**src/hw/uart_lf_map.svh**
```systemverilog
// Register offsets, field positions, reset values and timing counts for the
// line-format and loop-back channel block. Included by the package and modules.
`ifndef UART_LF_MAP_SVH
`define UART_LF_MAP_SVH

// Byte addresses on the APB register bus.
`define LF_OFF_DATA 8'h00
`define LF_OFF_IEN 8'h04
`define LF_OFF_LFC 8'h0C
`define LF_OFF_MLC 8'h10
`define LF_OFF_MST 8'h18

// Line-format field positions.
`define LFC_DLAB 7
`define LFC_BREAK 6
`define LFC_STICK 5
`define LFC_EVEN 4
`define LFC_PAREN 3
`define LFC_STOP 2
`define LFC_WLEN_HI 1

// Modem-control field positions.
`define MLC_LOOP 4
`define MLC_OUT2 3
`define MLC_OUT1 2
`define MLC_RTS 1
`define MLC_DTR 0
`define MLC_USED_MASK 8'h1F

// Interrupt-enable field positions.
`define IEN_THRE 1
`define IEN_MSTAT 3

// Reset values.
`define LFC_RESET 8'h00
`define MLC_RESET 8'h00
`define IEN_RESET 4'h0
`define DIV_RESET 16'h0000

// Sub-bit ticks: one bit is 16 baud ticks; stop ends at these tick counts.
`define TICK_BIT_LAST 5'h0F
`define TICK_STOP_HALF_LAST 5'h17
`define TICK_STOP_TWO_LAST 5'h1F

`endif

```
**src/hw/uart_lf_pkg.sv**
```systemverilog
// Types shared by the line-format and loop-back channel block.
// Assumes the map header is on the include path.
`include "uart_lf_map.svh"

package uart_lf_pkg;

    typedef enum logic [4:0] {
        TX_IDLE = 5'b00001,
        TX_START = 5'b00010,
        TX_DATA = 5'b00100,
        TX_PARITY = 5'b01000,
        TX_STOP = 5'b10000
    } tx_state_t;

    typedef struct packed {
        logic [7:0] lfc;
        logic [7:0] mlc;
        logic [3:0] ien;
        logic [15:0] div;
        logic [7:0] thr;
        logic thr_full;
        tx_state_t state;
        logic [7:0] shift;
        logic [2:0] bit_idx;
        logic [4:0] sub;
        logic [15:0] baud_cnt;
        logic par;
        logic tx_bit;
        logic [3:0] mst_prev;
        logic [3:0] mst_delta;
        logic [3:0] mst_shown;
        logic [31:0] prdata;
    } lf_state_t;

endpackage : uart_lf_pkg

```
**src/hw/loop_route_if.sv**
```systemverilog
// Carrier between the channel core and its loop-back pin router.
// Assumes both ends are combinational towards each other within one clock.
`timescale 1ns/1ps
`default_nettype none

interface loop_route_if;
    logic loop;
    logic tx_int;
    logic rts;
    logic dtr;
    logic out1;
    logic out2;
    logic rx_int;
    logic ms_cts;
    logic ms_dsr;
    logic ms_ri;
    logic ms_cd;

    modport core (output loop, tx_int, rts, dtr, out1, out2,
                  input rx_int, ms_cts, ms_dsr, ms_ri, ms_cd);
    modport router (input loop, tx_int, rts, dtr, out1, out2,
                    output rx_int, ms_cts, ms_dsr, ms_ri, ms_cd);
endinterface : loop_route_if

`default_nettype wire

```
**src/hw/loop_router.sv**
```systemverilog
// Pin router: connects the core to the pins, or in loop-back folds outputs
// back to inputs. Assumes pin inputs are synchronous to the core clock.
`timescale 1ns/1ps
`default_nettype none

module loop_router (
    // Core side.
    loop_route_if.router rt,
    // Serial and modem pins, modem pins active low.
    input wire logic rx_pin,
    input wire logic cts_n,
    input wire logic dsr_n,
    input wire logic ri_n,
    input wire logic cd_n,
    output logic tx_pin,
    output logic rts_n,
    output logic dtr_n,
    output logic out1_n,
    output logic out2_n
);

    always_comb begin
        if (rt.loop) begin
            // Outputs go inactive and the inputs are fed from the core.
            tx_pin = 1'b1;
            rts_n = 1'b1;
            dtr_n = 1'b1;
            out1_n = 1'b1;
            out2_n = 1'b1;
            rt.rx_int = rt.tx_int;
            rt.ms_cts = rt.rts;
            rt.ms_dsr = rt.dtr;
            rt.ms_ri = rt.out1;
            rt.ms_cd = rt.out2;
        end else begin
            tx_pin = rt.tx_int;
            rts_n = ~rt.rts;
            dtr_n = ~rt.dtr;
            out1_n = ~rt.out1;
            out2_n = ~rt.out2;
            rt.rx_int = rx_pin;
            rt.ms_cts = ~cts_n;
            rt.ms_dsr = ~dsr_n;
            rt.ms_ri = ~ri_n;
            rt.ms_cd = ~cd_n;
        end
    end

endmodule : loop_router

`default_nettype wire

```
**src/hw/uart_line_format_loopback.sv**
```systemverilog
// One serial channel: APB registers for line format and modem control, a
// transmitter that obeys the format, modem status and a loop-back router.
// Assumes APB master in pclk domain and pin inputs synchronous to pclk.
//
// Chosen here: the placing of the registers and the APB interface to the registers.
`timescale 1ns/1ps
`default_nettype none
`include "uart_lf_map.svh"

// Functional notes
// - Line-format bit 7 set opens the divisor latch; reset leaves it closed.
// - Line-format bit 6 holds transmit low as a break until cleared.
// - Bits 5:3 select none, odd, even, forced one or forced zero parity.
// - Bit 2 set gives 1.5 stop bits for 5-bit words, else 2.
// - Bits 1:0 select word length 5 to 8 for transmit.
// - Modem-control bits 7:5 are unused and read as zero.
// - Modem-control bit 4 enters loop-back and detaches serial and modem pins.
// - In loop-back transmit data and modem outputs return internally.
// - The transmit interrupt behaves the same in loop-back.
// - In loop-back modem interrupts come from modem-control bits 3:0, still enabled.
// - Bit 3 drives second user output and interrupt enable; loop carrier follows.
// - Bit 2 drives first user output; in loop-back it supplies the internal ring signal.
module uart_line_format_loopback
    import uart_lf_pkg::*;
(
    // Clock, reset and clock enable.
    input wire logic pclk,
    input wire logic presetn,
    input wire logic ce,
    // APB slave.
    input wire logic psel,
    input wire logic penable,
    input wire logic pwrite,
    input wire logic [7:0] paddr,
    input wire logic [31:0] pwdata,
    output logic [31:0] prdata,
    output logic pready,
    output logic pslverr,
    // Serial and modem pins.
    input wire logic rx_pin,
    input wire logic cts_n,
    input wire logic dsr_n,
    input wire logic ri_n,
    input wire logic cd_n,
    output logic tx_pin,
    output logic rts_n,
    output logic dtr_n,
    output logic out1_n,
    output logic out2_n,
    // Interrupt pin with its output enable, and the internal receive line.
    output logic irq,
    output logic irq_oe,
    output logic rx_line
);

    lf_state_t s_ff;
    lf_state_t nxt_s;
    loop_route_if rt ();

    logic setup;
    logic access;
    logic mapped;
    logic dlab;
    logic [2:0] wl_last;
    logic [4:0] stop_last;
    logic [7:0] wmask;
    logic tick;
    logic bit_end;
    logic [3:0] ms_now;
    logic [3:0] ms_chg;

    loop_router u_router (
        .rt(rt.router),
        .rx_pin(rx_pin),
        .cts_n(cts_n),
        .dsr_n(dsr_n),
        .ri_n(ri_n),
        .cd_n(cd_n),
        .tx_pin(tx_pin),
        .rts_n(rts_n),
        .dtr_n(dtr_n),
        .out1_n(out1_n),
        .out2_n(out2_n)
    );

    assign rt.loop = s_ff.mlc[`MLC_LOOP];
    assign rt.tx_int = s_ff.lfc[`LFC_BREAK] ? 1'b0 : s_ff.tx_bit;
    assign rt.rts = s_ff.mlc[`MLC_RTS];
    assign rt.dtr = s_ff.mlc[`MLC_DTR];
    assign rt.out1 = s_ff.mlc[`MLC_OUT1];
    assign rt.out2 = s_ff.mlc[`MLC_OUT2];
    assign rx_line = rt.rx_int;

    assign setup = psel && !penable;
    assign access = psel && penable && ce;
    assign pready = ce;
    assign dlab = s_ff.lfc[`LFC_DLAB];
    assign mapped = (paddr == `LF_OFF_DATA) || (paddr == `LF_OFF_IEN) ||
                    (paddr == `LF_OFF_LFC) || (paddr == `LF_OFF_MLC) ||
                    (paddr == `LF_OFF_MST);
    assign pslverr = psel && penable && !mapped;
    assign prdata = s_ff.prdata;

    // Word length, stop length and data mask follow the format register.
    assign wl_last = {1'b1, s_ff.lfc[`LFC_WLEN_HI:0]};
    assign wmask = 8'hFF >> (3'h3 - {1'b0, s_ff.lfc[`LFC_WLEN_HI:0]});

    always_comb begin
        if (!s_ff.lfc[`LFC_STOP]) begin
            stop_last = `TICK_BIT_LAST;
        end else if (s_ff.lfc[`LFC_WLEN_HI:0] == 2'b00) begin
            stop_last = `TICK_STOP_HALF_LAST;
        end else begin
            stop_last = `TICK_STOP_TWO_LAST;
        end
    end

    assign tick = (s_ff.div != 16'h0000) && (s_ff.baud_cnt == s_ff.div - 16'h0001);
    assign bit_end = tick && (s_ff.sub == `TICK_BIT_LAST);

    // Modem status as {cd, ri, dsr, cts}; in loop-back these are the control bits.
    assign ms_now = {rt.ms_cd, rt.ms_ri, rt.ms_dsr, rt.ms_cts};
    assign ms_chg = {s_ff.mst_prev[3] ^ ms_now[3],
                     s_ff.mst_prev[2] & ~ms_now[2],
                     s_ff.mst_prev[1] ^ ms_now[1],
                     s_ff.mst_prev[0] ^ ms_now[0]};

    // Same interrupt logic in both modes; second user output enables the pin.
    assign irq = (s_ff.ien[`IEN_THRE] && !s_ff.thr_full) ||
                 (s_ff.ien[`IEN_MSTAT] && (s_ff.mst_delta != 4'h0));
    assign irq_oe = s_ff.mlc[`MLC_OUT2];

    always_comb begin
        logic par_x;
        par_x = 1'b0;
        nxt_s = s_ff;
        nxt_s.mst_prev = ms_now;
        // A change arriving with a read keeps its flag: set wins over clear.
        nxt_s.mst_delta = s_ff.mst_delta | ms_chg;

        if (setup) begin
            nxt_s.prdata = 32'h0000_0000;
            if (paddr == `LF_OFF_DATA && dlab) begin
                nxt_s.prdata = {24'h00_0000, s_ff.div[7:0]};
            end else if (paddr == `LF_OFF_IEN) begin
                nxt_s.prdata = dlab ? {24'h00_0000, s_ff.div[15:8]} :
                                      {28'h000_0000, s_ff.ien};
            end else if (paddr == `LF_OFF_LFC) begin
                nxt_s.prdata = {24'h00_0000, s_ff.lfc};
            end else if (paddr == `LF_OFF_MLC) begin
                nxt_s.prdata = {24'h00_0000, s_ff.mlc};
            end else if (paddr == `LF_OFF_MST) begin
                nxt_s.prdata = {24'h00_0000, ms_now, s_ff.mst_delta};
                nxt_s.mst_shown = s_ff.mst_delta;
            end
        end

        if (access && pwrite) begin
            if (paddr == `LF_OFF_DATA) begin
                if (dlab) begin
                    nxt_s.div[7:0] = pwdata[7:0];
                end else begin
                    nxt_s.thr = pwdata[7:0];
                    nxt_s.thr_full = 1'b1;
                end
            end else if (paddr == `LF_OFF_IEN) begin
                if (dlab) begin
                    nxt_s.div[15:8] = pwdata[7:0];
                end else begin
                    nxt_s.ien = pwdata[3:0];
                end
            end else if (paddr == `LF_OFF_LFC) begin
                nxt_s.lfc = pwdata[7:0];
            end else if (paddr == `LF_OFF_MLC) begin
                nxt_s.mlc = pwdata[7:0] & `MLC_USED_MASK;
            end
        end
        if (access && !pwrite && paddr == `LF_OFF_MST) begin
            nxt_s.mst_delta = (s_ff.mst_delta & ~s_ff.mst_shown) | ms_chg;
        end

        if (tick || s_ff.div == 16'h0000) begin
            nxt_s.baud_cnt = 16'h0000;
        end else begin
            nxt_s.baud_cnt = s_ff.baud_cnt + 16'h0001;
        end
        if (tick) begin
            nxt_s.sub = s_ff.sub + 5'h01;
        end

        unique case (s_ff.state)
            TX_IDLE: begin
                nxt_s.tx_bit = 1'b1;
                nxt_s.sub = 5'h00;
                if (tick && s_ff.thr_full) begin
                    par_x = ^(s_ff.thr & wmask);
                    if (s_ff.lfc[`LFC_STICK]) begin
                        nxt_s.par = ~s_ff.lfc[`LFC_EVEN];
                    end else begin
                        nxt_s.par = s_ff.lfc[`LFC_EVEN] ? par_x : ~par_x;
                    end
                    nxt_s.shift = s_ff.thr & wmask;
                    // A character written in this very cycle keeps the holding flag set.
                    if (!(access && pwrite && paddr == `LF_OFF_DATA && !dlab)) begin
                        nxt_s.thr_full = 1'b0;
                    end
                    nxt_s.tx_bit = 1'b0;
                    nxt_s.state = TX_START;
                end
            end
            TX_START: begin
                if (bit_end) begin
                    nxt_s.sub = 5'h00;
                    nxt_s.bit_idx = 3'h0;
                    nxt_s.tx_bit = s_ff.shift[0];
                    nxt_s.state = TX_DATA;
                end
            end
            TX_DATA: begin
                if (bit_end) begin
                    nxt_s.sub = 5'h00;
                    if (s_ff.bit_idx == wl_last) begin
                        if (s_ff.lfc[`LFC_PAREN]) begin
                            nxt_s.tx_bit = s_ff.par;
                            nxt_s.state = TX_PARITY;
                        end else begin
                            nxt_s.tx_bit = 1'b1;
                            nxt_s.state = TX_STOP;
                        end
                    end else begin
                        nxt_s.shift = s_ff.shift >> 1;
                        nxt_s.tx_bit = s_ff.shift[1];
                        nxt_s.bit_idx = s_ff.bit_idx + 3'h1;
                    end
                end
            end
            TX_PARITY: begin
                if (bit_end) begin
                    nxt_s.sub = 5'h00;
                    nxt_s.tx_bit = 1'b1;
                    nxt_s.state = TX_STOP;
                end
            end
            TX_STOP: begin
                if (tick && s_ff.sub == stop_last) begin
                    nxt_s.sub = 5'h00;
                    nxt_s.state = TX_IDLE;
                end
            end
            default: begin
                nxt_s.state = TX_IDLE;
                nxt_s.tx_bit = 1'b1;
            end
        endcase
    end

    // Everything freezes while the clock enable is low.
    always_ff @(posedge pclk or negedge presetn) begin
        if (!presetn) begin
            s_ff <= '{lfc: `LFC_RESET, mlc: `MLC_RESET, ien: `IEN_RESET,
                      div: `DIV_RESET, thr: 8'h00, thr_full: 1'b0, state: TX_IDLE,
                      shift: 8'h00, bit_idx: 3'h0, sub: 5'h00, baud_cnt: 16'h0000,
                      par: 1'b0, tx_bit: 1'b1, mst_prev: 4'h0, mst_delta: 4'h0,
                      mst_shown: 4'h0, prdata: 32'h0000_0000};
        end else if (ce) begin
            s_ff <= nxt_s;
        end
    end

    property p_break_low;
        @(posedge pclk) disable iff (!presetn)
        s_ff.lfc[`LFC_BREAK] && !s_ff.mlc[`MLC_LOOP] |-> !tx_pin;
    endproperty
    a_break_low:
        assert property (p_break_low) else $error("Break set but tx pin not low.");

    property p_loop_tx_idle;
        @(posedge pclk) disable iff (!presetn)
        s_ff.mlc[`MLC_LOOP] |-> tx_pin && rts_n && dtr_n && rx_line == rt.tx_int;
    endproperty
    a_loop_tx_idle:
        assert property (p_loop_tx_idle) else $error("Loop-back pin routing wrong.");

    property p_loop_status;
        @(posedge pclk) disable iff (!presetn)
        s_ff.mlc[`MLC_LOOP] |-> ms_now == {s_ff.mlc[`MLC_OUT2], s_ff.mlc[`MLC_OUT1],
                                           s_ff.mlc[`MLC_DTR], s_ff.mlc[`MLC_RTS]};
    endproperty
    a_loop_status:
        assert property (p_loop_status) else $error("Loop-back status not from control bits.");

    property p_out2_irq;
        @(posedge pclk) disable iff (!presetn)
        irq_oe == s_ff.mlc[`MLC_OUT2] && (rt.loop || out2_n == !irq_oe);
    endproperty
    a_out2_irq:
        assert property (p_out2_irq) else $error("Second user output and irq enable disagree.");

    property p_unused_zero;
        @(posedge pclk) disable iff (!presetn)
        s_ff.mlc[7:5] == 3'b000;
    endproperty
    a_unused_zero:
        assert property (p_unused_zero) else $error("Unused modem-control bits set.");

    property p_div_write;
        @(posedge pclk) disable iff (!presetn)
        access && pwrite && paddr == `LF_OFF_DATA && dlab
        |=> s_ff.div[7:0] == $past(pwdata[7:0]) && $stable(s_ff.thr_full);
    endproperty
    a_div_write:
        assert property (p_div_write) else $error("Divisor low write not taken.");

    property p_stop_long;
        @(posedge pclk) disable iff (!presetn)
        s_ff.state == TX_STOP && s_ff.sub > `TICK_BIT_LAST |-> s_ff.lfc[`LFC_STOP];
    endproperty
    a_stop_long:
        assert property (p_stop_long) else $error("Long stop without stop bit set.");

    property p_mstat_irq;
        @(posedge pclk) disable iff (!presetn)
        s_ff.ien[`IEN_MSTAT] && s_ff.mst_delta != 4'h0 |-> irq;
    endproperty
    a_mstat_irq:
        assert property (p_mstat_irq) else $error("Modem status interrupt missing.");

    property p_ien_write;
        @(posedge pclk) disable iff (!presetn)
        access && pwrite && paddr == `LF_OFF_IEN && !dlab
        |=> s_ff.ien == $past(pwdata[3:0]) && $stable(s_ff.div);
    endproperty
    a_ien_write:
        assert property (p_ien_write) else $error("Interrupt enable write misrouted.");

    property p_lfc_write;
        @(posedge pclk) disable iff (!presetn)
        access && pwrite && paddr == `LF_OFF_LFC |=> s_ff.lfc == $past(pwdata[7:0]);
    endproperty
    a_lfc_write:
        assert property (p_lfc_write) else $error("Line-format write not taken.");

    property p_mlc_write;
        @(posedge pclk) disable iff (!presetn)
        access && pwrite && paddr == `LF_OFF_MLC
        |=> s_ff.mlc == ($past(pwdata[7:0]) & `MLC_USED_MASK);
    endproperty
    a_mlc_write:
        assert property (p_mlc_write) else $error("Modem-control write not taken.");

    property p_thr_write;
        @(posedge pclk) disable iff (!presetn)
        access && pwrite && paddr == `LF_OFF_DATA && !dlab
        |=> s_ff.thr_full && s_ff.thr == $past(pwdata[7:0]) && $stable(s_ff.div);
    endproperty
    a_thr_write:
        assert property (p_thr_write) else $error("Holding write lost or misrouted.");

    property p_tx_start;
        @(posedge pclk) disable iff (!presetn)
        ce && s_ff.state == TX_IDLE && tick && s_ff.thr_full
        |=> s_ff.state == TX_START && !s_ff.tx_bit;
    endproperty
    a_tx_start:
        assert property (p_tx_start) else $error("Held character did not start a frame.");

endmodule : uart_line_format_loopback

`default_nettype wire

```
**config.mk**
```make
export PLATFORM = sky130hd
export DESIGN_NAME = uart_line_format_loopback
export DESIGN_NICKNAME = d
export VERILOG_FILES = /design/src/hw/uart_lf_pkg.sv /design/src/hw/loop_route_if.sv /design/src/hw/loop_router.sv /design/src/hw/uart_line_format_loopback.sv
export VERILOG_INCLUDE_DIRS = /design/src /design/src/hw
export SDC_FILE = /design/constraint.sdc
export NUM_CORES = 1
export LEC_CHECK = 0
export ABC_AREA = 1
export BUFFER_PORTS_ARGS = -buffer_cell sky130_fd_sc_hd__buf_4
export CORE_ASPECT_RATIO = 2
export CORE_MARGIN = 2
export CORE_UTILIZATION = 40
export CTS_CLUSTER_DIAMETER = 150
export CTS_CLUSTER_SIZE = 40
export DETAILED_ROUTE_END_ITERATION = 7
export GPL_ROUTABILITY_DRIVEN = 1
export PLACE_DENSITY = 0.7
export SLEW_MARGIN = 10
export SYNTH_ARGS = -nofsm -noshare
export SYNTH_HDL_FRONTEND = slang
export SYNTH_SLANG_ARGS = --single-unit
export TNS_END_PERCENT = 10
```
**constraint.sdc**
```tcl
create_clock -name pclk -period 6.4 [get_ports pclk]
set_input_delay 0.96 -clock pclk [delete_from_list [all_inputs] [get_ports pclk]]
set_output_delay 0.96 -clock pclk [all_outputs]
set_load 0.1 [all_outputs]
```
## Word-level counts from Yosys, hierarchy flattened

Index checks and enable logic that the tools add are counted.

| word-level totals | value |
|---|---|
| flip-flop bits (word level) | 125 |
| bits of input ports | 51 |
| word-level logic and storage cells | 170 |

| operators by class | value |
|---|---|
| add/subtract/negate cells | 5 |
| equal/unequal tests | 20 |
| shift operators | 1 |
| mux-type cells | 51 |
| bitwise gates (word level) | 27 |
| reduce and logical (&&, ||, !) cells | 48 |

Operator list:

| operator | count |
|---|---|
| $mux W8 | 7 |
| $pmux W5 S5 | 2 |
| $mux W5 | 9 |
| $reduce_and A5 Y1 | 6 |
| $mux W1 | 24 |
| $mux W21 | 1 |
| $not A1 Y1 | 18 |
| $add A16 B1 Y16 const B | 1 |
| $eq A16 B16 Y1 | 1 |
| $eq A8 B5 Y1 const B | 2 |
| $logic_and A1 B1 Y1 | 16 |
| $logic_not A16 Y1 | 1 |
| $mux W16 | 1 |
| $pmux W8 S2 | 1 |
| $reduce_bool A16 Y1 | 1 |
| $sub A16 B1 Y16 const B | 1 |
| $mux W14 | 1 |
| $ne A2 B2 Y1 const B | 7 |
| $reduce_and A7 Y1 | 2 |
| $mux W11 | 1 |
| $eq A5 B4 Y1 const B | 2 |
| $and A8 B8 Y8 | 1 |
| $eq A8 B3 Y1 const B | 1 |
| $eq A8 B4 Y1 const B | 1 |
| other kinds (29) | 44 |

## Longest topological paths before layout

Gate-level depths: netlist (run 1).

| logic depth | value |
|---|---|
| depth after elaboration | 8 |
| mapped depth | 18 |
| depth with buffers taken out | 18 |

## Hierarchy

A second synthesis (run 1) with hierarchy kept.

| unflattened totals | value |
|---|---|
| cells, all modules | 871 |
| area, all modules | 6367.4 um^2 |

By module, submodules not included:

| module | instances | cells an instance | area each (um^2) |
|---|---|---|---|
| uart_line_format_loopback | 1 | 853 | 6284.8 |
| loop_router | 1 | 18 | 82.6 |

## Least setup slack after synthesis (run 1)

Ideal clock, no wire load.

| timing path | value |
|---|---|
| kind | input -> output |
| start point | input paddr[1] |
| end point | output pslverr |
| arrival | 4.262 ns |
| setup slack | 1.178 ns |
| stages | 5 |
| path through | or2_1 > nor2_1 > nand3_1 > nand2_1 > nor4_1 |

| between the ends | value |
|---|---|
| word-level cells in the longest chain between the ends | 7 |
| elaborated cells on any way between the ends | 11 |

RTL lines:

| what | RTL line | text |
|---|---|---|
| start, declared | uart_line_format_loopback.sv:34 | `input wire logic [7:0] paddr,` |
| $eq A8 B3 Y1 (no line) / $logic_not A8 Y1 (equally long branches) | - |  |
| $logic_or A1 B1 Y1 (3 in a row) | uart_line_format_loopback.sv:98 | `` assign mapped = (paddr == `LF_OFF_DATA) \|\| (paddr == `LF_OFF_IEN) \|\| `` |
| $logic_or A1 B1 Y1 (*) | uart_line_format_loopback.sv:98 |  |
| $logic_not A1 Y1 (*) | uart_line_format_loopback.sv:101 | `assign pslverr = psel && penable && !mapped;` |
| $logic_and A1 B1 Y1 (*) | uart_line_format_loopback.sv:101 |  |
| end, declared | uart_line_format_loopback.sv:38 | `output logic pslverr,` |

Every way passes the cells marked *; elsewhere a longest branch is shown, timed or not.

## Worst setup path in the final report (run 1)

Ends and elaborated chain as after synthesis.

==> results.md, run 1 <==
- Result of the run: finished clean
- GRT Residual Overflow: 0
- Drt initial violations: 299
- CP Class: input port to output pin
- Final hold violations: 0
- TritonCTS Buffers: 9
- Maximum clock frequency: 296 MHz
- Initial standard-cell utilization of the core: 40.6%
- Post-detailed-route count of antenna-violating nets: 0
- Most frequently used cell type in the post-synthesis netlist: sky130_fd_sc_hd__nand2_1
- Clock transition at the register clock pins on the worst setup and hold paths after CTS: 0.07 ns
- Leakage dissipation: 0.00351 uW
- Largest net degree at the start of global routing: 73
- Max-capacitance violation count: 0
- P&R area growth vs syn: 10.2%
- Post-synth top area share: 38.8%
- Via-per-instance ratio: 5.10
- Crit end category: output pin
- Area of the mapped netlist: 6380 um2
- Class of the tightest hold or removal check: flip-flop to flip-flop
- Number of gates given a new drive strength after cts: 0
- Number of enable-type register cells in the synthesized netlist: 0
- Setup Fix Bufs, Post-CTS: 0
- Floorplan row count: 65
- Initial antenna violation count: 0
- Antenna fix cells: 0
- Number of H-tree levels: 3
- Measured slew at the worst slew-check pin: 1.16 ns
- Floorplan die area: 17,000 um2
- Maximum fanout encountered on the critical timing path: 6
- Gp weighted congestion: 1.03
- Number of nets in the final layout: 959
- Sum of negative setup slack: 0 ns
- TritonCTS clock tree: built
- First-pass GRT wire length: 28.2 mm
- Power Dens Cells: 217 nW/um2
- All-Layer GR Usage: 21.7%
- Number of hold-repair buffers added at the cts stage: 0
- Detailed placement HPWL: 13.3 mm
- Number of warnings issued by yosys: 0
- Top-level I/O count: 93
- Final Routed Wirelength: 17.3 mm
- Post-synthesis sequential element count: 101
- Clock skew after layout: 0.00882 ns
- Headroom to the max-slew limit: 21.9%
- DIE HEIGHT: 183 um
- Root buffer cell: sky130_fd_sc_hd__clkbuf_16
- Number of global-route vias before repair: 5,574
- CP arrival: 2.42 ns
- Proportion of register bits with asynchronous set or reset after synthesis: 100%
- Port bufs: 44
- Clk buf depth: 2
- Final clock period utilization by the worst path: 52.8%
- # DRC: 0
- Element type at the critical path start: input port
- Number of cells on the worst hold path: 2
- Count of mapped cells out of synthesis: 874
- Top post-synthesis cells by count: 242 x sky130_fd_sc_hd__nand2_1, 109 x sky130_fd_sc_hd__inv_1, 99 x sky130_fd_sc_hd__dfrtp_1
- Cells on worst reg2reg path: 7
- Die W: 93.3 um
- Post-synth top area cell: sky130_fd_sc_hd__dfrtp_1
- Synth Flop Type: sky130_fd_sc_hd__dfrtp_1
- Setup repair after global routing missed its margin: false
- CORE AREA: 15,700 um2
- Total power draw: 1530 uW
- Peak ir drop on the vdd network: 0.252 mV
- Mean instance size in the synthesized netlist: 7.30 um2
- Register-to-register path setup slack: 3.54 ns
- Share of synthesized area occupied by flip-flops and latches: 39.7%
- Pins Over Slew Limit: 0
- Insertion delay of the later-clocked pin in the worst-skew pair: 0.36 ns
- Post-layout minimum cycle time: 3.38 ns
- Sink Count: 101
- Post-synthesis cell type count: 50
- Required time of the worst setup path: 5.44 ns
- Number of failing setup endpoints in the final timing report: 0
- Via count: 5,648
- Top post-synthesis cells by area: sky130_fd_sc_hd__dfrtp_1 39%, sky130_fd_sc_hd__nand2_1 14%, sky130_fd_sc_hd__o21ai_0 6.4%
- Total iterations of the first detailed-routing run: 5
- DR WL/cell: 15.6 um
- Fraction of layout cells with a size suffix above 1: 11.4%
stage by stage:
step	cell area [um2]	hold WS, ns	utilization, %	worst slack [ns]	std cells
after global placement	6730	0.459	42.8	3.02	1092
after floorplan	6460	0.442	-	1.18	897
after global routing	7030	0.499	44.8	2.85	1108
final	7030	0.473	44.8	3.02	1108
after CTS	7030	0.477	44.8	3.03	1108
after detailed placement	6730	0.465	42.8	3.04	1092
flip-flops by register name, indices dropped and copies added (netlist names):
register  flops
dlab          1
irq_oe        1
prdata        8
rt.dtr        1
rt.loop       1
rt.out1       1
rt.rts        1
s_ff         87
placed cells by master, fill, tap and decap left out, types with 3 or more instances in the layout:
cell type / synthesis / layout
sky130_fd_sc_hd__nand4_1: 24 / 24
sky130_fd_sc_hd__o22ai_1: 3 / 3
sky130_fd_sc_hd__o21a_1: 7 / 7
sky130_fd_sc_hd__o21ai_0: 82 / 82
sky130_fd_sc_hd__nor4_1: 5 / 4
sky130_fd_sc_hd__clkbuf_16: 0 / 9
sky130_fd_sc_hd__buf_4: 34 / 45
sky130_fd_sc_hd__nor2_1: 73 / 73
sky130_fd_sc_hd__inv_1: 109 / 109
sky130_fd_sc_hd__conb_1: 1 / 24
sky130_fd_sc_hd__nor2_2: 8 / 8
sky130_fd_sc_hd__xor2_1: 14 / 14
sky130_fd_sc_hd__a21oi_1: 18 / 18
sky130_fd_sc_hd__a211oi_1: 3 / 3
sky130_fd_sc_hd__clkbuf_8: 0 / 3
sky130_fd_sc_hd__inv_2: 5 / 5
sky130_fd_sc_hd__o21ai_1: 6 / 6
sky130_fd_sc_hd__nand3_1: 40 / 40
sky130_fd_sc_hd__nor2_4: 7 / 7
sky130_fd_sc_hd__xnor2_1: 11 / 11
sky130_fd_sc_hd__nand2_2: 6 / 6
sky130_fd_sc_hd__nor3_1: 15 / 15
sky130_fd_sc_hd__nand2_1: 242 / 242
sky130_fd_sc_hd__nand3b_1: 5 / 5
sky130_fd_sc_hd__mux2_2: 3 / 3
sky130_fd_sc_hd__ha_1: 6 / 6
sky130_fd_sc_hd__dfrtp_1: 99 / 99
report_power, final:
group          switching (uW)  internal (uW)  total (uW)
logic                     202           68.3         270
registers                23.2            676         699
clock network             256            302         557
total                     481           1050        1530
cell type report:
| cell class | count | area [um2] |
|---|---|---|
| fillers | 1579 | 8670 |
| multi-input cells | 631 | 3180 |
| flip-flops and latches | 101 | 2530 |
| inverters | 114 | 428 |
| repair buffers | 45 | 338 |
| clock buffers | 12 | 267 |
| well taps | 201 | 251 |
| clock inverters | 4 | 37.5 |
worst paths after layout:
check | startpoint | to
worst max-delay path | paddr[1] | pslverr
worst min-delay path | s_ff[78] | s_ff[78]
worst max register to register | s_ff[79] | s_ff[71]
worst min register to register | s_ff[78] | s_ff[78]
max in group asynchronous | presetn | s_ff[81]
min in group asynchronous | presetn | prdata[0]
cells by family (layout without fill, tap and decap cells):
logic type / count (synthesis) / in the layout / synth area share (%)
AND/OR/NAND/NOR: 438 / 438 / 31.2
multiplexers: 4 / 4 / 0.687
buffers and inverters: 165 / 175 / 12.0
AO/OA/AOI/OAI: 134 / 134 / 11.8
other: 1 / 24 / 0.0588
XOR/XNOR: 25 / 25 / 3.43
flip-flops: 101 / 101 / 39.7
adder cells (fa/ha/maj): 6 / 6 / 1.18
routing by layer:
metal	up-vias	track usage [%]	wire length, um
met2	180	40.3	9460
met4	0	14.2	1120
met3	65	2.68	535
met1	2593	22.0	6220
met5	-	0	0
li1	2810	-	-
critical path: stages:
cell                     delay, ns
sky130_fd_sc_hd__buf_4        0.10
sky130_fd_sc_hd__or2_1        0.27
sky130_fd_sc_hd__nor4_1       0.73
sky130_fd_sc_hd__nor4_1       0.09
sky130_fd_sc_hd__buf_4        0.27
Power figures use the tool's default switching activity.
==> inputs of run 2 (changes only) <==
==> constraint.sdc (replaced) <==
create_clock -name pclk -period 3.26 [get_ports pclk]
set_input_delay 0.489 -clock pclk [delete_from_list [all_inputs] [get_ports pclk]]
set_output_delay 0.489 -clock pclk [all_outputs]
set_load 0.1 [all_outputs]
==> run 2 against run 1 <==
First-iteration DRC count rose by 7.0%. Critical path type is now flip-flop to flip-flop. Worst setup slack worse by 2.4 ns. Worst hold slack got worse by 0.34 ns. Non-clock buffer count grew 7. Via count increased by 1.5%. Largest cell class unchanged.
==> results.md, run 2 (synthesis gave the netlist of run 1 again) <==
- TritonCTS Buffers: 9 (unchanged)
- Peak ir drop on the vdd network: 0.378 mV (was 0.252 mV)
- Crit path max-delay cell type: sky130_fd_sc_hd__nor3_1 (was sky130_fd_sc_hd__nor4_1)
- Via-per-instance ratio: 5.14 (was 5.10)
- Final Hold Slack: 0.131 ns (was 0.473 ns)
- Die W: 93.3 um (unchanged)
- Number of global-route vias before repair: 5,698 (was 5,574)
- Fraction of power consumed by the clock network: 37.0% (was 36.5%)
- Flip-flop count of the largest register after layout: 87 (unchanged)
- Area of the multi-input gates: 3180 um2 (about the same)
- Root buffer cell: sky130_fd_sc_hd__clkbuf_16 (unchanged)
- Initial antenna violation count: 0 (unchanged)
- GRT Residual Overflow: 0 (unchanged)
- Largest net degree at the start of global routing: 56 (was 73)
- Sequential cell area: 2530 um2 (unchanged)
- Result of the run: finished clean (unchanged)
- Post-layout minimum cycle time: 2.66 ns
- Gp weighted congestion: 0.988 (was 1.03)
- Register share of total power: 45.2% (was 45.8%)
- Part of the power in combinational logic: 17.8% (was 17.7%)
- Floorplan row count: 65 (unchanged)
- CP Class: flip-flop to flip-flop (was input port to output pin)
- Crit end category: flip-flop (was output pin)
- Number of failing setup endpoints in the final timing report: 0 (unchanged)
- Number of H-tree levels: 3 (unchanged)
- Maximum fanout encountered on the critical timing path: 7 (was 6)
- Total iterations of the first detailed-routing run: 5 (unchanged)
- Post-route design area: 7100 um2 (was 7030 um2)
- Critical Path Most Common Cell: sky130_fd_sc_hd__nand3_1
- Number of nets in the final layout: 966 (was 959)
- # DRC: 0 (unchanged)
- Clock transition at the register clock pins on the worst setup and hold paths after CTS: 0.07 ns (about the same)
- Cells on worst reg2reg path: 12 (was 7)
- Setup slack at placement: 0.598 ns (was 3.04 ns)
- Final clock period utilization by the worst path: 81.6%
- DIE HEIGHT: 183 um (unchanged)
- Power Dens Cells: 426 nW/um2 (was 217 nW/um2)
- Top-level I/O count: 93 (unchanged)
- Placement Cell Area: 6800 um2 (was 6730 um2)
- Via count: 5,730 (was 5,648)
- CP arrival: 2.96 ns (was 2.42 ns)
- Cell-by-cell trace of the critical path: inv_2 -> ha_1 -> nand2_4 -> inv_2 -> nand2_1 -> nand3_1 -> nand3_1 -> nor3_1 -> nand4_1 -> nor3_1 -> nand3_1 -> nand2_1 (was buf_4 -> or2_1 -> nor4_1 -> nor4_1 -> buf_4)
- Class of the tightest hold or removal check: input port to asynchronous set/reset pin (was flip-flop to flip-flop)
- Final Worst Setup Slack: 0.599 ns (was 3.02 ns)
- First-pass GRT wire length: 27.6 mm (was 28.2 mm)
- Sw Ratio: 31.5% (about the same)
- DR WL/cell: 15.1 um (was 15.6 um)
- CORE AREA: 15,700 um2 (unchanged)
- Initial standard-cell utilization of the core: 40.6% (unchanged)
- Critical path's largest stage delay: 0.57 ns (was 0.73 ns)
- All-Layer GR Usage: 20.9% (was 21.7%)
- Setup Fix Bufs, Post-CTS: 0 (unchanged)
- Sink Count: 101 (unchanged)
- Number of gates given a new drive strength after cts: 0 (unchanged)
- Final hold violations: 0 (unchanged)
- Switching power of the nets: 953 uW (was 481 uW)
- Drt initial violations: 320 (was 299)
- Detailed placement HPWL: 13.2 mm (was 13.3 mm)
- Final Routed Wirelength: 16.8 mm (was 17.3 mm)
- Internal power component: 2070 uW (was 1050 uW)
- Port bufs: 44 (unchanged)
- Floorplan die area: 17,000 um2 (unchanged)
- Fraction of layout cells with a size suffix above 1: 12.1% (was 11.4%)
- Setup repair after global routing missed its margin: false (unchanged)
- Element type at the critical path start: flip-flop (was input port)
- Post-detailed-route count of antenna-violating nets: 0 (unchanged)
- Number of hold-repair buffers added at the cts stage: 0 (unchanged)
- Leakage dissipation: 0.00355 uW (was 0.00351 uW)
- Required time of the worst setup path: 3.56 ns (was 5.44 ns)
- P&R area growth vs syn: 11.4% (was 10.2%)
- Top reg by flops: s_ff (unchanged)
- Headroom to the max-slew limit: 43.5% (was 21.9%)
- Insertion delay of the later-clocked pin in the worst-skew pair: 0.36 ns (about the same)
- Measured slew at the worst slew-check pin: 0.826 ns (was 1.16 ns)
- Clk buf depth: 2 (unchanged)
- Commonest cells after routing, fill and taps aside: 242 x sky130_fd_sc_hd__nand2_1, 109 x sky130_fd_sc_hd__inv_1, 99 x sky130_fd_sc_hd__dfrtp_1, 82 x sky130_fd_sc_hd__o21ai_0, 73 x sky130_fd_sc_hd__nor2_1 (unchanged)
- TritonCTS clock tree: built (unchanged)
- Pins Over Slew Limit: 0 (unchanged)
- Maximum clock frequency: 376 MHz
- Antenna fix cells: 0 (unchanged)
- Most common cell after layout, fill and taps aside: sky130_fd_sc_hd__nand2_1 (unchanged)
- Clock skew after layout: 0.0113 ns (was 0.00882 ns)
- Final-layout fill cell count: 1,586 (was 1,579)
- Max-capacitance violation count: 0 (unchanged)
[run 2: worst max-delay path: cells and delay by family, from the launching register on]
kind / cells / cell delay, ns
and+or+nand+nor: 9 / 1.64
adders and majority gates: 1 / 0.26
DFF: 1 / 0.41
buffers and inverters: 2 / 0.28
[run 2: power by group through the flow]
| stage | clock network [uW] | registers (uW) | logic (uW) |
|---|---|---|---|
| floorplan | 0 | 1380 | 442 |
| global placement | 0 | 1390 | 532 |
| detailed placement | 0 | 1390 | 538 |
| CTS | 1150 | 1370 | 541 |
| global route | 1180 | 1370 | 593 |
| finish | 1120 | 1370 | 538 |
[run 2: routing by layer]
layer / global-route usage, % / routed length, um / vias up
met5: 0 / 0 / -
met4: 17.6 / 1470 / 0
met3: 2.31 / 546 / 77
met2: 38.4 / 8990 / 185
met1: 20.2 / 5830 / 2640
li1: - / - / 2828
[run 2: area by class of cell]
cell class | instances | share of cell area [%]
inverters | 114 | 6.02
well taps | 201 | 3.54
clock buffers | 9 | 3.17
multi-input cells | 631 | 44.8
clock inverters | 7 | 1.16
flip-flops and latches | 101 | 35.6
repair buffers | 52 | 5.67
[run 2: final timing paths]
check	from	to	slack [ns]
setup / recovery	s_ff[92]	s_ff[81]	0.60
hold / removal	presetn	s_ff[34]	0.13
setup reg to reg	s_ff[92]	s_ff[81]	0.60
hold reg to reg	s_ff[78]	s_ff[78]	0.48
max in group asynchronous	presetn	s_ff[78]	2.37
min in group pclk	s_ff[78]	s_ff[78]	0.48
[run 2: through the flow]
stage | setup TNS [ns] | total power, uW | instances | util (%)
floorplan | -0.0699 | 1820 | 897 | -
global placement | 0 | 1920 | 1099 | 43.3
detailed placement | 0 | 1930 | 1099 | 43.3
CTS | 0 | 3050 | 1115 | 45.3
global route | 0 | 3150 | 1115 | 45.3
finish | 0 | 3030 | 1115 | 45.3
==> inputs of run 3 (changes only) <==
--- a/config.mk
+++ b/config.mk
@@ -6,7 +6,7 @@
 export SDC_FILE = /design/constraint.sdc
 export NUM_CORES = 1
 export LEC_CHECK = 0
-export ABC_AREA = 1
+export ABC_AREA = 0
 export BUFFER_PORTS_ARGS = -buffer_cell sky130_fd_sc_hd__buf_4
 export CORE_ASPECT_RATIO = 2
 export CORE_MARGIN = 2
@@ -15,7 +15,7 @@
 export CTS_CLUSTER_SIZE = 40
 export DETAILED_ROUTE_END_ITERATION = 7
 export GPL_ROUTABILITY_DRIVEN = 1
-export PLACE_DENSITY = 0.7
+export PLACE_DENSITY = 0.73
 export SLEW_MARGIN = 10
 export SYNTH_ARGS = -nofsm -noshare
 export SYNTH_HDL_FRONTEND = slang
==> constraint.sdc (replaced) <==
create_clock -name pclk -period 2.2 [get_ports pclk]
set_input_delay 0.33 -clock pclk [delete_from_list [all_inputs] [get_ports pclk]]
set_output_delay 0.33 -clock pclk [all_outputs]
set_load 0.1 [all_outputs]
==> run 3 against run 2 <==
The flow now finishes with violations (setup timing). Non-clock buffer count grew 95. Total power rose by 38%. Via count shrank 9.0%. Sequential power increased by 40%. Final cell count fell by 14%. Register-to-register slack lost 1.1 ns. Die area shrank 3.2%. Global-route usage is 0.55 points higher. Fmax shrank 0.18%. Critical path type unchanged.
==> results.md, run 3 <==
- Result of the run: finished with violations (was finished clean)
- Violated checks: setup timing
- Placed Instances: 940 (was 1,099)
- Pins Over Slew Limit: 0 (unchanged)
- Setup repair after global routing missed its margin: true (was false)
- Final hold violations: 0 (unchanged)
- Sw Ratio: 31.3% (was 31.5%)
- Largest net degree at the start of global routing: 44 (was 56)
- Endpoint of the lowest-slack register-to-register path: s_ff[82] (was s_ff[81])
- Source of the worst register-to-register timing path: s_ff[103] (was s_ff[92])
- CP arrival: 2.91 ns (was 2.96 ns)
- Fraction of layout cells with a size suffix above 1: 34.6% (was 12.1%)
- Initial standard-cell utilization of the core: 40.6% (about the same)
- Top reg by flops: s_ff (unchanged)
- Crit path buffers/inverters: 3 (was 2)
- Top post-synthesis cells by area: sky130_fd_sc_hd__dfrtp_1 40%, sky130_fd_sc_hd__mux2_2 10%, sky130_fd_sc_hd__buf_4 4.1% (was sky130_fd_sc_hd__dfrtp_1 39%, sky130_fd_sc_hd__nand2_1 14%, sky130_fd_sc_hd__o21ai_0 6.4%)
- Measured slew at the worst slew-check pin: 0.574 ns (was 0.826 ns)
- Total iterations of the first detailed-routing run: 4 (was 5)
- Clock transition at the register clock pins on the worst setup and hold paths after CTS: 0.08 ns (was 0.07 ns)
- Antenna fix cells: 0 (unchanged)
- Register share of total power: 45.8% (was 45.2%)
- Maximum fanout encountered on the critical timing path: 5 (was 7)
- Most common cell after layout, fill and taps aside: sky130_fd_sc_hd__buf_4 (was sky130_fd_sc_hd__nand2_1)
- Floorplan die area: 16,500 um2 (was 17,000 um2)
- Part of the power in combinational logic: 15.4% (was 17.8%)
- Floorplan row count: 64 (was 65)
- Cell-by-cell trace of the critical path: nor4_4 -> buf_4 -> buf_4 -> nand2_1 -> o31a_1 -> nor3_1 -> buf_4 -> nand2_2 -> o31a_1 -> mux2_1 (was inv_2 -> ha_1 -> nand2_4 -> inv_2 -> nand2_1 -> nand3_1 -> nand3_1 -> nor3_1 -> nand4_1 -> nor3_1 -> nand3_1 -> nand2_1)
- All-Layer GR Usage: 21.5% (was 20.9%)
- Post-layout minimum cycle time: 2.67 ns (was 2.66 ns)
- Final instance count without filler cells: 960 (was 1,115)
- Power Dens Cells: 542 nW/um2 (was 426 nW/um2)
- Via count: 5,217 (was 5,730)
- Switching power of the nets: 1310 uW (was 953 uW)
- Total power draw: 4190 uW (was 3030 uW)
- # DRC: 0 (unchanged)
- Drt initial violations: 284 (was 320)
- Required time of the worst setup path: 2.45 ns (was 3.56 ns)
- Class of the tightest hold or removal check: input port to flip-flop (was input port to asynchronous set/reset pin)
- Final clock period utilization by the worst path: 121% (was 81.6%)
- Critical Path Most Common Cell: sky130_fd_sc_hd__buf_4 (was sky130_fd_sc_hd__nand3_1)
- Crit end category: flip-flop (unchanged)
- Number of H-tree levels: 3 (unchanged)
- Top-level I/O count: 93 (unchanged)
- Headroom to the max-slew limit: 61.7% (was 43.5%)
- Logic depth of the worst path, buffers included: 10 (was 12)
- Gp weighted congestion: 0.912 (was 0.988)
- Number of cells on the worst hold path: 2
- Die W: 91.8 um (was 93.3 um)
- Crit path max-delay cell type: sky130_fd_sc_hd__dfrtp_1 (was sky130_fd_sc_hd__nor3_1)
- Critical path's largest stage delay: 0.42 ns (was 0.57 ns)
- Fraction of power consumed by the clock network: 38.8% (was 37.0%)
- Post-synthesis cell type count: 69 (was 50)
- Global-route met2 utilization: 40.3% (was 38.4%)
- Final Worst Setup Slack: -0.466 ns (was 0.599 ns)
- Root buffer cell: sky130_fd_sc_hd__clkbuf_16 (unchanged)
- TritonCTS clock tree: built (unchanged)
- Number of global-route vias before repair: 5,559 (was 5,698)
- Internal power component: 2880 uW (was 2070 uW)
- Count of mapped cells out of synthesis: 633 (was 874)
- Family with the most delay on the worst path: simple AND/OR/NAND/NOR gates (unchanged)
- Number of failing setup endpoints in the final timing report: 40 (was 0)
- Mean instance size in the synthesized netlist: 9.75 um2 (was 7.30 um2)
- Element type at the critical path start: flip-flop (unchanged)
- Number of enable-type register cells in the synthesized netlist: 0 (unchanged)
- Area of the mapped netlist: 6170 um2 (was 6380 um2)
- Port bufs: 44 (unchanged)
- Clk buf depth: 2 (unchanged)
- Post-synth top area cell: sky130_fd_sc_hd__dfrtp_1 (unchanged)
- P&R area growth vs syn: 25.3% (was 11.4%)
- Initial antenna violation count: 0 (unchanged)
- Max-capacitance violation count: 0 (unchanged)
- Final-layout fill cell count: 1,420 (was 1,586)
- Post-synthesis sequential element count: 101 (unchanged)
- Detailed placement HPWL: 13.0 mm (was 13.2 mm)
- Clock skew after layout: 0.0156 ns (was 0.0113 ns)
- Final Routed Wirelength: 17.0 mm (was 16.8 mm)
- Placement Cell Area: 7280 um2 (was 6800 um2)
- Synth Flop Type: sky130_fd_sc_hd__dfrtp_1 (unchanged)
- Post-synth top area share: 40.2% (was 38.8%)
- Maximum clock frequency: 375 MHz (was 376 MHz)
- Leakage dissipation: 0.00367 uW (was 0.00355 uW)
- Post-route design area: 7730 um2 (was 7100 um2)
- CP Class: flip-flop to flip-flop (unchanged)
- DR WL/cell: 17.7 um (was 15.1 um)
- GR met1 Demand/Resource: 21.7% (was 20.2%)
- Met3 global-route usage: 2.60% (was 2.31%)
- Proportion of register bits with asynchronous set or reset after synthesis: 100% (unchanged)
- Share of synthesized area occupied by flip-flops and latches: 41.0% (was 39.7%)
- Register-to-register path setup slack: -0.47 ns (was 0.60 ns)
- GRT Residual Overflow: 0 (unchanged)
- Layer with the highest usage: met2 (unchanged)
- Insertion delay of the later-clocked pin in the worst-skew pair: 0.37 ns (was 0.36 ns)
- Top post-synthesis cells by count: 99 x sky130_fd_sc_hd__dfrtp_1, 61 x sky130_fd_sc_hd__nand2_1, 56 x sky130_fd_sc_hd__mux2_2 (was 242 x sky130_fd_sc_hd__nand2_1, 109 x sky130_fd_sc_hd__inv_1, 99 x sky130_fd_sc_hd__dfrtp_1)
- First-pass GRT wire length: 28.0 mm (was 27.6 mm)
- Worst hold path endpoint: s_ff[125]
- Number of nets in the final layout: 814 (was 966)
- Number of warnings issued by yosys: 0 (unchanged)
- Cells on worst reg2reg path: 10 (was 12)
- Sink Count: 101 (unchanged)
- Start point of the worst min-delay path: pwdata[5]
- Peak ir drop on the vdd network: 0.425 mV (was 0.378 mV)
- Via-per-instance ratio: 5.43 (was 5.14)
- Flip-flop count of the largest register after layout: 87 (unchanged)
- CORE AREA: 15,200 um2 (was 15,700 um2)
- DIE HEIGHT: 180 um (was 183 um)
- Post-detailed-route count of antenna-violating nets: 0 (unchanged)
- TritonCTS Buffers: 9 (unchanged)
- Commonest cells after routing, fill and taps aside: 143 x sky130_fd_sc_hd__buf_4, 96 x sky130_fd_sc_hd__dfrtp_1, 61 x sky130_fd_sc_hd__nand2_1, 56 x sky130_fd_sc_hd__mux2_2, 43 x sky130_fd_sc_hd__nor2_1 (was 242 x sky130_fd_sc_hd__nand2_1, 109 x sky130_fd_sc_hd__inv_1, 99 x sky130_fd_sc_hd__dfrtp_1, 82 x sky130_fd_sc_hd__o21ai_0, 73 x sky130_fd_sc_hd__nor2_1)
- Most frequently used cell type in the post-synthesis netlist: sky130_fd_sc_hd__dfrtp_1 (was sky130_fd_sc_hd__nand2_1)
==> run 3: changes by cell type after synthesis, sizes merged, moves of 6 or more <==
cell    change
nand2     -188
inv        -91
mux2       +63
o21ai      -56
nor2       -45
nand3      -18
xnor2      +14
nand4      -11
nand2b      +8
and3        +7
mux2i       +7
xor2        +7
o22ai       +6
o41ai       +6
==> run 3: logic make-up after synthesis <==
kind of cell    Yosys count  synth area share [%]
mux                      74                  13.8
compound gates          106                  11.5
fa+ha+maj                 6                  1.22
other cells               1                0.0608
flops                   101                  41.0
buf+inv                  81                  7.18
simple gates            218                  18.7
xor+xnor                 46                  6.53
==> run 3: worst max-delay path by stage <==
| stage | startpoint | end |
|---|---|---|
| floorplan | s_ff[101] | s_ff[80] |
| CTS | s_ff[92] | s_ff[82] |
| detailed placement | s_ff[92] | s_ff[76] |
| global route | s_ff[96] | s_ff[64] |
| global placement | s_ff[92] | s_ff[75] |
| finish | s_ff[103] | s_ff[82] |
==> run 3: area by class of cell <==
cell class / count / area [um2] / area share, %
clock buffers: 9 / 225 / 2.91
flip-flops and latches: 101 / 2530 / 32.8
well taps: 198 / 248 / 3.20
inverters: 24 / 90.1 / 1.17
multi-input cells: 474 / 3410 / 44.1
repair buffers: 147 / 1130 / 14.7
clock inverters: 7 / 86.3 / 1.12
==> run 3: per-layer routing <==
metal	wire, um	share of wire [%]	vias up
li1	-	-	2462
met4	979	5.8	0
met1	5930	35	2540
met5	0	0	-
met2	9550	56	154
met3	537	3.2	61
==> run 3: stage by stage <==
step	setup slack (ns)	utilization (%)	hold WS (ns)	TNS, ns
6_report	-0.466	50.8	0.245	-12.81
5_1_grt	-0.559	50.8	0.242	-18.03
4_1_cts	-0.425	50.6	0.241	-12.11
3_5_place_dp	-0.492	47.8	0.363	-14.42
3_3_place_gp	-0.393	47.8	0.357	-12.56
2_1_floorplan	-0.400	-	0.0344	-9.72
==> run 3: power by group through the flow <==
stage	clock (uW)	sequential, uW	combinational, uW
global placement	0	1960	631
floorplan	0	1950	457
detailed placement	0	1960	638
CTS	1650	1920	642
finish	1630	1920	646
global route	1730	1930	681
==> run 3: timing repair <==
item                                    4_1_cts  5_1_grt
endpoints found under the setup margin       40       40
pin swaps                                     6        2
endpoints found under the hold margin        39        0
buffers inserted                              2        1
resized for setup                            19        6
hold buffers                                  1        0
